File: src/rtl/ptb_pkg.sv
// shared constants of the pwm primary time base control block
// assumes a 32-bit ahb-lite register bus and one 100 MHz clock
package ptb_pkg;

   // ---------------------------------------------------------------
   // register byte offsets
   // ---------------------------------------------------------------
   localparam logic [7:0] PTB_OFF_CTRL = 8'h00;
   localparam logic [7:0] PTB_OFF_PERIOD = 8'h04;
   localparam logic [7:0] PTB_OFF_ACTIVE = 8'h08;
   localparam logic [7:0] PTB_OFF_COUNT = 8'h0C;
   localparam logic [7:0] PTB_OFF_SEVT_CMP = 8'h10;

   // ---------------------------------------------------------------
   // control register fields
   // ---------------------------------------------------------------
   localparam int PTB_B_MODULE_ENABLE = 15;
   localparam int PTB_B_UNUSED14 = 14;
   localparam int PTB_B_IDLE_STOP = 13;
   localparam int PTB_B_SEVT_PENDING = 12;
   localparam int PTB_B_SEVT_IRQ_EN = 11;
   localparam int PTB_B_IMM_UPDATE = 10;
   localparam int PTB_B_SYNC_POL_INV = 9;
   localparam int PTB_B_SYNC_OUT_EN = 8;
   localparam int PTB_B_EXT_SYNC_EN = 7;
   localparam int PTB_F_SYNC_SRC_LO = 4;
   localparam int PTB_F_POSTSCALE_LO = 0;
   localparam int PTB_SYNC_SRC_W = 3;
   localparam int PTB_POSTSCALE_W = 4;

   // bits software may write; pending and bit 14 are not among them
   localparam logic [15:0] PTB_CTRL_WMASK = 16'hAFFF;

   // ---------------------------------------------------------------
   // reset values
   // ---------------------------------------------------------------
   localparam logic [15:0] PTB_CTRL_RESET = 16'h0000;
   localparam logic [15:0] PTB_PERIOD_RESET = 16'h0000;
   localparam logic [15:0] PTB_SEVT_CMP_RESET = 16'h0000;

   typedef enum logic [0:0] {
      PTB_BUS_IDLE = 1'b0,
      PTB_BUS_ACC = 1'b1
   } ptb_bus_e;

endpackage

File: src/rtl/ptb_ctrl.sv
// pwm primary time base with its control register, on an ahb-lite slave
// assumes cpu_idle and irq_ack come from logic on hclk; sync pins are asynchronous
`timescale 1ns/1ns
`default_nettype none
module ptb_ctrl
   import ptb_pkg::*;
#(
   parameter int SRC_N = 8
) (
   // clock and reset
   input wire logic hclk,
   input wire logic hresetn,
   // ahb-lite slave
   input wire logic hsel,
   input wire logic [31:0] haddr,
   input wire logic [1:0] htrans,
   input wire logic hwrite,
   input wire logic [2:0] hsize,
   input wire logic [31:0] hwdata,
   input wire logic hready,
   output logic hreadyout,
   output logic hresp,
   output logic [31:0] hrdata,
   // system side
   input wire logic cpu_idle,
   input wire logic irq_ack,
   output logic special_event_irq,
   output logic pwm_run,
   // sync pins
   input wire logic [SRC_N-1:0] sync_in_pin,
   output logic sync_out_pin
);
   function automatic logic hit(input logic [7:0] a, input logic [7:0] off);
      return a == off;
   endfunction

   // ---------------------------------------------------------------
   // bus slave: one wait state, so hrdata comes from a flop
   // ---------------------------------------------------------------
   ptb_bus_e state, next_state;
   logic [7:0] addr_q, next_addr_q;
   logic write_q, next_write_q;
   logic next_hreadyout;
   logic [31:0] next_hrdata;
   logic wr_ctrl, wr_period, wr_cmp;

   logic [15:0] ctrl, next_ctrl;
   logic [15:0] period_buf, next_period_buf;
   logic [15:0] active_period, next_active_period;
   logic [15:0] sevt_cmp, next_sevt_cmp;
   logic [15:0] count, next_count;

   always_comb begin
      next_state = state;
      next_addr_q = addr_q;
      next_write_q = write_q;
      next_hreadyout = 1'b1;
      next_hrdata = hrdata;
      if (state == PTB_BUS_IDLE) begin
         if (hsel && htrans[1] && hready) begin
            next_state = PTB_BUS_ACC;
            next_addr_q = haddr[7:0];
            next_write_q = hwrite;
            next_hreadyout = 1'b0;
         end
      end else begin
         next_state = PTB_BUS_IDLE;
         next_hrdata = 32'h0000_0000;
         if (!write_q) begin
            if (hit(addr_q, PTB_OFF_CTRL))
               next_hrdata[15:0] = ctrl & ~(16'h0001 << PTB_B_UNUSED14);
            else if (hit(addr_q, PTB_OFF_PERIOD))
               next_hrdata[15:0] = period_buf;
            else if (hit(addr_q, PTB_OFF_ACTIVE))
               next_hrdata[15:0] = active_period;
            else if (hit(addr_q, PTB_OFF_COUNT))
               next_hrdata[15:0] = count;
            else if (hit(addr_q, PTB_OFF_SEVT_CMP))
               next_hrdata[15:0] = sevt_cmp;
         end
      end
   end

   assign wr_ctrl = (state == PTB_BUS_ACC) && write_q && hit(addr_q, PTB_OFF_CTRL);
   assign wr_period = (state == PTB_BUS_ACC) && write_q && hit(addr_q, PTB_OFF_PERIOD);
   assign wr_cmp = (state == PTB_BUS_ACC) && write_q && hit(addr_q, PTB_OFF_SEVT_CMP);

   always_ff @(posedge hclk or negedge hresetn) begin
      if (!hresetn) begin
         state <= PTB_BUS_IDLE;
         addr_q <= 8'h00;
         write_q <= 1'b0;
         hreadyout <= 1'b1;
         hrdata <= 32'h0000_0000;
         hresp <= 1'b0;
      end else begin
         state <= next_state;
         addr_q <= next_addr_q;
         write_q <= next_write_q;
         hreadyout <= next_hreadyout;
         hrdata <= next_hrdata;
         hresp <= 1'b0;
      end
   end

   // ---------------------------------------------------------------
   // control fields
   // ---------------------------------------------------------------
   logic en, idle_stop, irq_en, imm_upd, pol_inv, sout_en, ext_en;
   logic [PTB_SYNC_SRC_W-1:0] src_sel;
   logic [PTB_POSTSCALE_W-1:0] postscale;
   logic pending;

   assign en = ctrl[PTB_B_MODULE_ENABLE];
   assign idle_stop = ctrl[PTB_B_IDLE_STOP];
   assign pending = ctrl[PTB_B_SEVT_PENDING];
   assign irq_en = ctrl[PTB_B_SEVT_IRQ_EN];
   assign imm_upd = ctrl[PTB_B_IMM_UPDATE];
   assign pol_inv = ctrl[PTB_B_SYNC_POL_INV];
   assign sout_en = ctrl[PTB_B_SYNC_OUT_EN];
   assign ext_en = ctrl[PTB_B_EXT_SYNC_EN];
   assign src_sel = ctrl[PTB_F_SYNC_SRC_LO +: PTB_SYNC_SRC_W];
   assign postscale = ctrl[PTB_F_POSTSCALE_LO +: PTB_POSTSCALE_W];

   // ---------------------------------------------------------------
   // sync input: synchronised, polarity applied, edge detected
   // ---------------------------------------------------------------
   logic [SRC_N-1:0] sync_in_s;
   logic sync_lvl, sync_prev, sync_hit;

   ptb_sync #(.WIDTH(SRC_N)) u_sync (
      .hclk(hclk),
      .hresetn(hresetn),
      .pin_async(sync_in_pin),
      .pin_sync(sync_in_s)
   );

   assign sync_lvl = (32'(src_sel) < SRC_N) ? (sync_in_s[src_sel] ^ pol_inv) : 1'b0;
   assign sync_hit = en && ext_en && sync_lvl && !sync_prev;

   // ---------------------------------------------------------------
   // time base
   // ---------------------------------------------------------------
   logic tick, boundary;
   logic [PTB_POSTSCALE_W-1:0] ps_cnt, next_ps_cnt;
   logic sevt_fire;
   logic next_irq, next_sync_out, next_pwm_run;

   assign tick = en && !(idle_stop && cpu_idle);
   // the period must exceed the sync period or the counter rolls first
   assign boundary = tick && (count >= active_period);
   assign sevt_fire = tick && (count == sevt_cmp) && (ps_cnt == postscale);

   always_comb begin
      next_ctrl = ctrl;
      next_period_buf = period_buf;
      next_active_period = active_period;
      next_sevt_cmp = sevt_cmp;
      next_count = count;
      next_ps_cnt = ps_cnt;
      // control and compare writes apply live; a period write waits in period_buf for the next boundary or sync unless immediate update is set or en is low
      if (wr_ctrl)
         next_ctrl = (hwdata[15:0] & PTB_CTRL_WMASK) | (ctrl & ~PTB_CTRL_WMASK);
      if (wr_period)
         next_period_buf = hwdata[15:0];
      if (wr_cmp)
         next_sevt_cmp = hwdata[15:0];
      // hardware clears on acknowledge, but a new event wins
      if (irq_ack)
         next_ctrl[PTB_B_SEVT_PENDING] = 1'b0;
      if (sevt_fire)
         next_ctrl[PTB_B_SEVT_PENDING] = 1'b1;
      if (!en) begin
         next_count = 16'h0000;
         next_ps_cnt = '0;
         next_active_period = next_period_buf;
      end else begin
         if (sync_hit || boundary)
            next_count = 16'h0000;
         else if (tick)
            next_count = count + 16'h0001;
         if (tick && (count == sevt_cmp))
            next_ps_cnt = (ps_cnt == postscale) ? '0 : ps_cnt + 1'b1;
         if (imm_upd && wr_period)
            next_active_period = hwdata[15:0];
         else if (!imm_upd && (boundary || sync_hit))
            next_active_period = period_buf;
      end
      next_irq = next_ctrl[PTB_B_SEVT_PENDING] && irq_en;
      next_sync_out = sout_en && ((boundary || sync_hit) ^ pol_inv);
      next_pwm_run = next_ctrl[PTB_B_MODULE_ENABLE];
   end

   always_ff @(posedge hclk or negedge hresetn) begin
      if (!hresetn) begin
         ctrl <= PTB_CTRL_RESET;
         period_buf <= PTB_PERIOD_RESET;
         active_period <= PTB_PERIOD_RESET;
         sevt_cmp <= PTB_SEVT_CMP_RESET;
         count <= 16'h0000;
         ps_cnt <= '0;
         sync_prev <= 1'b0;
         special_event_irq <= 1'b0;
         sync_out_pin <= 1'b0;
         pwm_run <= 1'b0;
      end else begin
         ctrl <= next_ctrl;
         period_buf <= next_period_buf;
         active_period <= next_active_period;
         sevt_cmp <= next_sevt_cmp;
         count <= next_count;
         ps_cnt <= next_ps_cnt;
         sync_prev <= sync_lvl;
         special_event_irq <= next_irq;
         sync_out_pin <= next_sync_out;
         pwm_run <= next_pwm_run;
      end
   end
endmodule // ptb_ctrl
`default_nettype wire

File: src/rtl/ptb_sync.sv
// two-flop synchroniser for a group of asynchronous pins
// assumes the pins are quasi-static levels or pulses longer than two clocks
`timescale 1ns/1ns
`default_nettype none
module ptb_sync #(
   parameter int WIDTH = 8
) (
   // clock and reset
   input wire logic hclk,
   input wire logic hresetn,
   // pins and their synchronised copies
   input wire logic [WIDTH-1:0] pin_async,
   output logic [WIDTH-1:0] pin_sync
);
   logic [WIDTH-1:0] stage1;

   genvar gi;
   generate
      for (gi = 0; gi < WIDTH; gi++) begin : g_bit
         always_ff @(posedge hclk or negedge hresetn) begin
            if (!hresetn) begin
               stage1[gi] <= 1'b0;
               pin_sync[gi] <= 1'b0;
            end else begin
               stage1[gi] <= pin_async[gi];
               pin_sync[gi] <= stage1[gi];
            end
         end
      end
   endgenerate
endmodule // ptb_sync
`default_nettype wire

File: config.mk
export PLATFORM = sky130hd
export DESIGN_NAME = ptb_ctrl
export DESIGN_NICKNAME = d
export VERILOG_FILES = /design/src/rtl/ptb_pkg.sv /design/src/rtl/ptb_ctrl.sv /design/src/rtl/ptb_sync.sv
export SDC_FILE = /design/constraint.sdc
export NUM_CORES = 1
export LEC_CHECK = 0
export BUFFER_PORTS_ARGS = -buffer_cell sky130_fd_sc_hd__buf_2
export CAP_MARGIN = 20
export CORE_ASPECT_RATIO = 1.4
export CORE_MARGIN = 8
export CORE_UTILIZATION = 25
export CTS_BUF_LIST = sky130_fd_sc_hd__clkbuf_2 sky130_fd_sc_hd__clkbuf_4 sky130_fd_sc_hd__clkbuf_8
export CTS_CLUSTER_SIZE = 14
export DETAILED_ROUTE_END_ITERATION = 12
export GPL_ROUTABILITY_DRIVEN = 0
export GPL_TIMING_DRIVEN = 1
export PLACE_DENSITY = 0.41
export SYNTH_ARGS = -nofsm -noshare
export SYNTH_HDL_FRONTEND = slang
export SYNTH_SLANG_ARGS = --single-unit
File: constraint.sdc
create_clock -name hclk -period 4.2 [get_ports hclk]
set_input_delay 0.21 -clock hclk [delete_from_list [all_inputs] [get_ports hclk]]
set_output_delay 0.21 -clock hclk [all_outputs]
set_load 0.01 [all_outputs]
==> qor.yml, run 1 <==
status: "finished clean"
diodes: 0
clockPowerShare_pct: 34.8
finalCritPeriodShare_pct: 72.9
crit_start: "ctrl[4]"
pin_count: 121
crit_chain: "mux4_2 -> mux2i_1 -> xnor2_1 -> and4b_1 -> a31oi_1 -> o21ai_2 -> buf_4 -> mux2i_1"
timing.rr.start: "ctrl[4]"
placed_cell_area_um2: 7130
p_sw_share_pct: 34.7
root_buffer: "clkbuf_8"
io_buffers: 59
finClkSkew_ps: 16.8
core_um2: 26000
syn_area_um2: 6570
fin_setup_tns_ps: 0
cts-buffers-inserted: 17
area_growth_pct: 18.3
power_switching_mw: 1.10
cp_num_cells: 8
chipWidth_um: 153
seq_power_share_pct: 46.3
htreeDepth: 4
synth_ff_type: "dfrtp_1"
tightestPinTransition_ps: 1070
critPathBufInv: 1
grt_pass1_vias: 5086
vdd_ir_drop_max_uv: 199
hold_violations: 0
grt_start_max_net_pins: 97
critPathMaxStageDelay_ps: 550
grt_pass1_wl_mm: 29.9
synth_top_family_by_area: "multiplexers"
worst_ep_required_time_ps: 4590
rsz0062_at_grt: "false"
synth-adder-area-share_pct: 3.43
synth_mux_area_share_pct: 16.7
synth-edff-count: 0
hp-class: "in2reg"
fillers: 2680
fin_area_um2: 7770
die_y_um: 208
antenna_found_initial: 0
die-area_um2: 31800
post_drt_wl_per_cell_um: 18.5
drv_slew: 0
drtAntennaViolNets: 0
cts_setup_buffers: 0
cts_tree: "yes"
synth-simple-area-share_pct: 10.1
dr.pass1.iters: 5
top_layer: "met4"
grtUsageTotal_pct: 12.1
final_core_util_pct: 29.9
dp_hpwl_mm: 13.5
worst_hold_slack_ps: 33.4
synthArstFlopShare_pct: 100
layout_setup_ws_ps: 1140
critPathMaxFanout: 10
drcViolationCount: 0
clk_path_buf_depth: 2
wl_met1_mm: 8.09
nets: 770
max_freq_mhz: 326
initial_utilization_pct: 25.2
p_per_area_nw_per_um2: 408
cpMostUsedCell: "mux2i_1"
avgSynthCellArea_um2: 11.2
internal_power_mw: 2.07
wl_met3_um: 705
slowest_stage: "mux4_2"
numClockSinks: 129
synth_xor_area_share_pct: 2.93
vias: 4759
leakage_nw: 3.75
grt-ovfl-total: 0
worstSetupStartpointType: "register"
comb_power_share_pct: 18.9
yosys_register_bits: 129
path_clk_slew_ps: 100
hold_start: "hwdata[11]"
period_needed_ps: 3060
route.met2.wl_mm: 9.62
syn_inst: 589
critical_path_arrival_ps: 3450
hold_path_depth: 2
cp-end-kind: "register"
drive_gt1_share_pct: 23.9
relSlewSlack_pct: 28.7
drt_iter0_drc: 221
final-setup-viol-count: 0
rows: 70
synthDistinctLibCells: 59
synth_compound_area_share_pct: 12.1
maxCapViolations: 0
clock_latency_ps: 460
yosysSeqAreaShare_pct: 49.2
yosysWarnings: 0
cts_resized: 0
cp_top_family: "multiplexers"
via_per_inst: 4.74
path_class: "reg2reg"
post-place-ws_ps: 1100
r2r_cells: 8
routed_wirelength_mm: 18.6
[worst reg2reg max path: cells and delay by family, from the launching register on]
| kind | cells | cell delay [ps] |
|---|---|---|
| AOI/OAI and AO/OA | 2 | 610 |
| xor gates and xnor gates | 1 | 200 |
| buffers and inverters | 1 | 340 |
| DFF | 1 | 530 |
| muxes | 3 | 1030 |
| and+or+nand+nor | 1 | 290 |
[flip-flops by register name (all words and copies together), names as in the netlist, 8 cells and up]
name	cells
active_period	16
hrdata	16
addr_q	8
u_sync.stage1	8
count	16
u_sync.pin_sync	8
period_buf	16
sevt_cmp	16
ctrl	15
[cell usage after synthesis, drive strengths merged, types with 2 or more instances]
cell type	count	area [µm²]
nor2b	5	31.3
inv	20	75.1
clkinv	2	7.51
nand2	62	233
nand2b	8	50.1
a41oi	4	35.0
and2	3	18.8
mux2i	47	470
nor2	13	51.3
or4	3	30.0
a31oi	13	81.3
buf	31	219
dfrtp	128	3200
o21ai	26	138
nand3	10	50.1
ha	18	225
mux4	2	45.0
a22o	16	140
a221o	2	20.0
nand4	3	18.8
nor4	3	18.8
xor2	16	140
and3	5	31.3
xnor2	6	52.6
clkbuf	17	63.8
and3b	2	17.5
a21bo	2	20.0
or3	2	12.5
mux2	48	578
o21a	2	15.0
o221ai	14	123
nor3	7	40.0
a21oi	32	160
or2	2	15.0
[final timing paths]
check,to,slack (ps)
worst min-delay path,ctrl[11],30
worst max register to register,active_period[9],1140
min in group asynchronous,period_buf[14],430
worst max-delay path,active_period[9],1140
worst min register to register,u_sync.pin_sync[6],360
max in group asynchronous,hreadyout,2780
[cell usage in the layout (no fill, tap or decap), drive strengths merged, types with 10 or more instances in the layout]
cell and n:
mux2i 47, a31oi 13, nand2 62, dlygate4sd3 22
inv 29, o221ai 14, o21ai 26, buf 70
ha 18, xor2 16, conb 17, clkbuf 17
a21oi 32, a22o 16, nor2 13, mux2 48
nand3 10, dfrtp 128
[power groups by stage]
stage	combinational, mW	sequential (mW)	clock (mW)
after floorplan	0.418	1.45	0
after global placement	0.577	1.49	0
after detailed placement	0.585	1.50	0
after CTS	0.606	1.47	1.15
after global routing	0.668	1.49	1.20
final	0.599	1.47	1.11
[stage by stage]
| step | instances | total power [mW] |
|---|---|---|
| after CTS | 1005 | 3.23 |
| final | 1005 | 3.17 |
| after global placement | 951 | 2.07 |
| after floorplan | 605 | 1.87 |
| after detailed placement | 951 | 2.08 |
| after global routing | 1005 | 3.36 |
[logic make-up (layout without fill, tap and decap cells)]
logic type / count (synthesis) / count (layout)
flops: 129 / 129
fa+ha+maj: 18 / 18
buf+inv: 70 / 146
xor+xnor: 22 / 22
other cells: 1 / 17
simple gates: 133 / 133
compound gates: 119 / 119
mux: 97 / 97
[layer usage]
metal,vias up,GRT usage [%]
met5,-,0
met4,0,3.15
met3,9,3.06
met2,102,21.4
met1,2405,14.3
li1,2243,-
[cell type report]
class	count	area (µm²)	area share, %
multi-input combinational	406	3030	39.0
inverter	22	82.6	1.06
sequential	129	3230	41.5
clock buffer	17	234	3.01
tap	324	405	5.22
timing repair buffer	92	604	7.78
clock inverter	15	184	2.37
[repair_timing]
| action | CTS | global route |
|---|---|---|
| hold buffers | 22 | 0 |
| endpoints found under the hold margin | 119 | 0 |
| endpoints found under the setup margin | 0 | 0 |
No activity file was read; power rests on OpenSTA's default activity.
==> run 2, diff against run 1 <==
Settings changed: ABC_AREA set to 1, PLACE_DENSITY 0.41 to 0.42.
Clock period 4.2 ns to 2.8 ns, I/O delays scaled along.
==> qor.yml, run 2 <==
status: "finished clean"
fin_setup_tns_ps: 0
path_clk_slew_ps: 70
synth_top_cell_area_share_pct: 45.5
avgSynthCellArea_um2: 7.67
finalCritPeriodShare_pct: 81.3
nets: 1106
finClkSkew_ps: 9.48
r2r_cells: 11
antenna_found_initial: 0
yosysWarnings: 0
synth.most_common_cell: "nand2_1"
hp-class: "in2reg"
clock_latency_ps: 450
drtAntennaViolNets: 0
hold_path_depth: 3
pin_count: 121
vdd_ir_drop_max_uv: 337
root_buffer: "clkbuf_8"
dr.pass1.iters: 4
vias: 6005
cts_resized: 0
drcViolationCount: 0
synth-edff-count: 0
syn_inst: 918
dp_hpwl_mm: 15.6
post_drt_wl_per_cell_um: 15.1
drv_slew: 0
period_needed_ps: 2280
grtUsageTotal_pct: 13.0
synth_area_leader_cell: "dfrtp_1"
max_freq_mhz: 439
htreeDepth: 4
syn_area_um2: 7040
cts-buffers-inserted: 17
diodes: 0
synthDistinctLibCells: 45
hold_violations: 0
grt-ovfl-total: 0
critPathMaxFanout: 17
worst_ep_required_time_ps: 3140
grt_pass1_wl_mm: 34.1
initial_utilization_pct: 25.4
drive_gt1_share_pct: 13.3
yosys-top-cells-area: "dfrtp_1, nand2_1, o21ai_0"
rsz0062_at_grt: "false"
drt_iter0_drc: 302
cp-end-kind: "register"
synthArstFlopShare_pct: 100
fin_area_um2: 8330
rows: 72
worstSetupStartpointType: "register"
finalNonFillerCells: 1386
clk_path_buf_depth: 2
core_um2: 27700
die-area_um2: 33900
relSlewSlack_pct: 59.6
yosysSeqAreaShare_pct: 45.9
hold_start: "hwdata[10]"
cts_tree: "yes"
io_buffers: 59
grt_pass1_vias: 6219
leakage_nw: 4.42
final_core_util_pct: 30.1
die_y_um: 215
placedCellCount: 1328
critical_path_arrival_ps: 2620
routed_wirelength_mm: 20.9
path_class: "reg2reg"
worst_hold_slack_ps: 36.7
crit_start: "ctrl[4]"
p_per_area_nw_per_um2: 622
fillers: 3026
post-place-ws_ps: 496
yosys_register_bits: 129
timing.rr.end: "sync_out_pin"
timing.rr.start: "ctrl[4]"
layout_commonest_cell: "nand2_1"
finalPower_mw: 5.18
layout_common_cells: "nand2_1, dfrtp_1, o21ai_0"
tightestPinTransition_ps: 606
via_per_inst: 4.33
area_growth_pct: 18.3
yosys-top-cells-count: "nand2_1, dfrtp_1, o21ai_0, inv_1, nand3_1"
hold-path-endpoint: "ctrl[10]"
chipWidth_um: 158
final-setup-viol-count: 0
layout_setup_ws_ps: 523
grt_start_max_net_pins: 60
maxCapViolations: 0
numClockSinks: 129
r2r_slack_ps: 520
synth_ff_type: "dfrtp_1"
placed_cell_area_um2: 7710
-- run 2: cell types whose count changed after synthesis, sizes merged, moves of 12 or more --
cell	previous run	this run
nor2	13	33
mux2i	47	0
inv	20	81
a22o	16	0
o21ai	26	94
mux2	48	0
nand3	10	72
o221ai	14	0
nand2	62	331
a31oi	13	1
-- run 2: cell families after synthesis --
kind of cell	after synthesis	share of synthesized area, %
and+or+nand+nor	459	27.8
AOI/OAI and AO/OA	148	11.0
buffers and inverters	137	8.80
DFF	129	45.9
xor gates and xnor gates	26	3.24
adders and majority gates	18	3.20
other	1	0.0533
-- run 2: where the power goes --
group / switching, mW / internal (mW) / total, mW
Combinational: 0.857 / 0.495 / 1.35
Sequential: 0.234 / 2.15 / 2.39
Clock: 0.723 / 0.719 / 1.44
-- run 2: worst max-delay path by stage --
| stage | depth (start not counted) | end | slack, ps |
|---|---|---|---|
| 4_1_cts | 11 | sync_out_pin | 480 |
| 3_3_place_gp | 11 | sync_out_pin | 500 |
| 5_1_grt | 11 | sync_out_pin | 340 |
| 3_5_place_dp | 11 | count[12] | 500 |
| 6_report | 11 | sync_out_pin | 520 |
| 2_1_floorplan | 17 | active_period[14] | 1040 |
-- run 2: critical path, stage by stage, from the launching register on --
cell	delay (ps)
dfrtp_1	460
inv_2	100
nand2_1	70
nand3_1	100
nand2_1	120
nand2_1	80
nand3_1	150
nand3_4	250
nand2_4	360
inv_1	260
nor2_1	140
nor2_1	60
-- run 2: timing repair --
| action | 4_1_cts | 5_1_grt |
|---|---|---|
| buffers inserted | 0 | 0 |
| hold endpoints to repair | 86 | 0 |
| hold buffers | 27 | 0 |
-- run 2: layout make-up --
cell class	instances	area (µm²)	share of cell area, %
repair buffers	106	734	8.82
clock buffers	25	313	3.76
flip-flops and latches	129	3230	38.8
inverters	82	308	3.70
clock inverters	6	32.5	0.391
well taps	370	463	5.56
multi-input cells	668	3250	39.0
-- run 2: metal layers --
| layer | GRT usage [%] | wire [µm] | vias up |
|---|---|---|---|
| li1 | - | - | 3075 |
| met1 | 15.6 | 9310 | 2807 |
| met2 | 22.6 | 10600 | 104 |
| met3 | 2.38 | 564 | 19 |
| met4 | 4.71 | 375 | 0 |
| met5 | 0 | 0 | - |
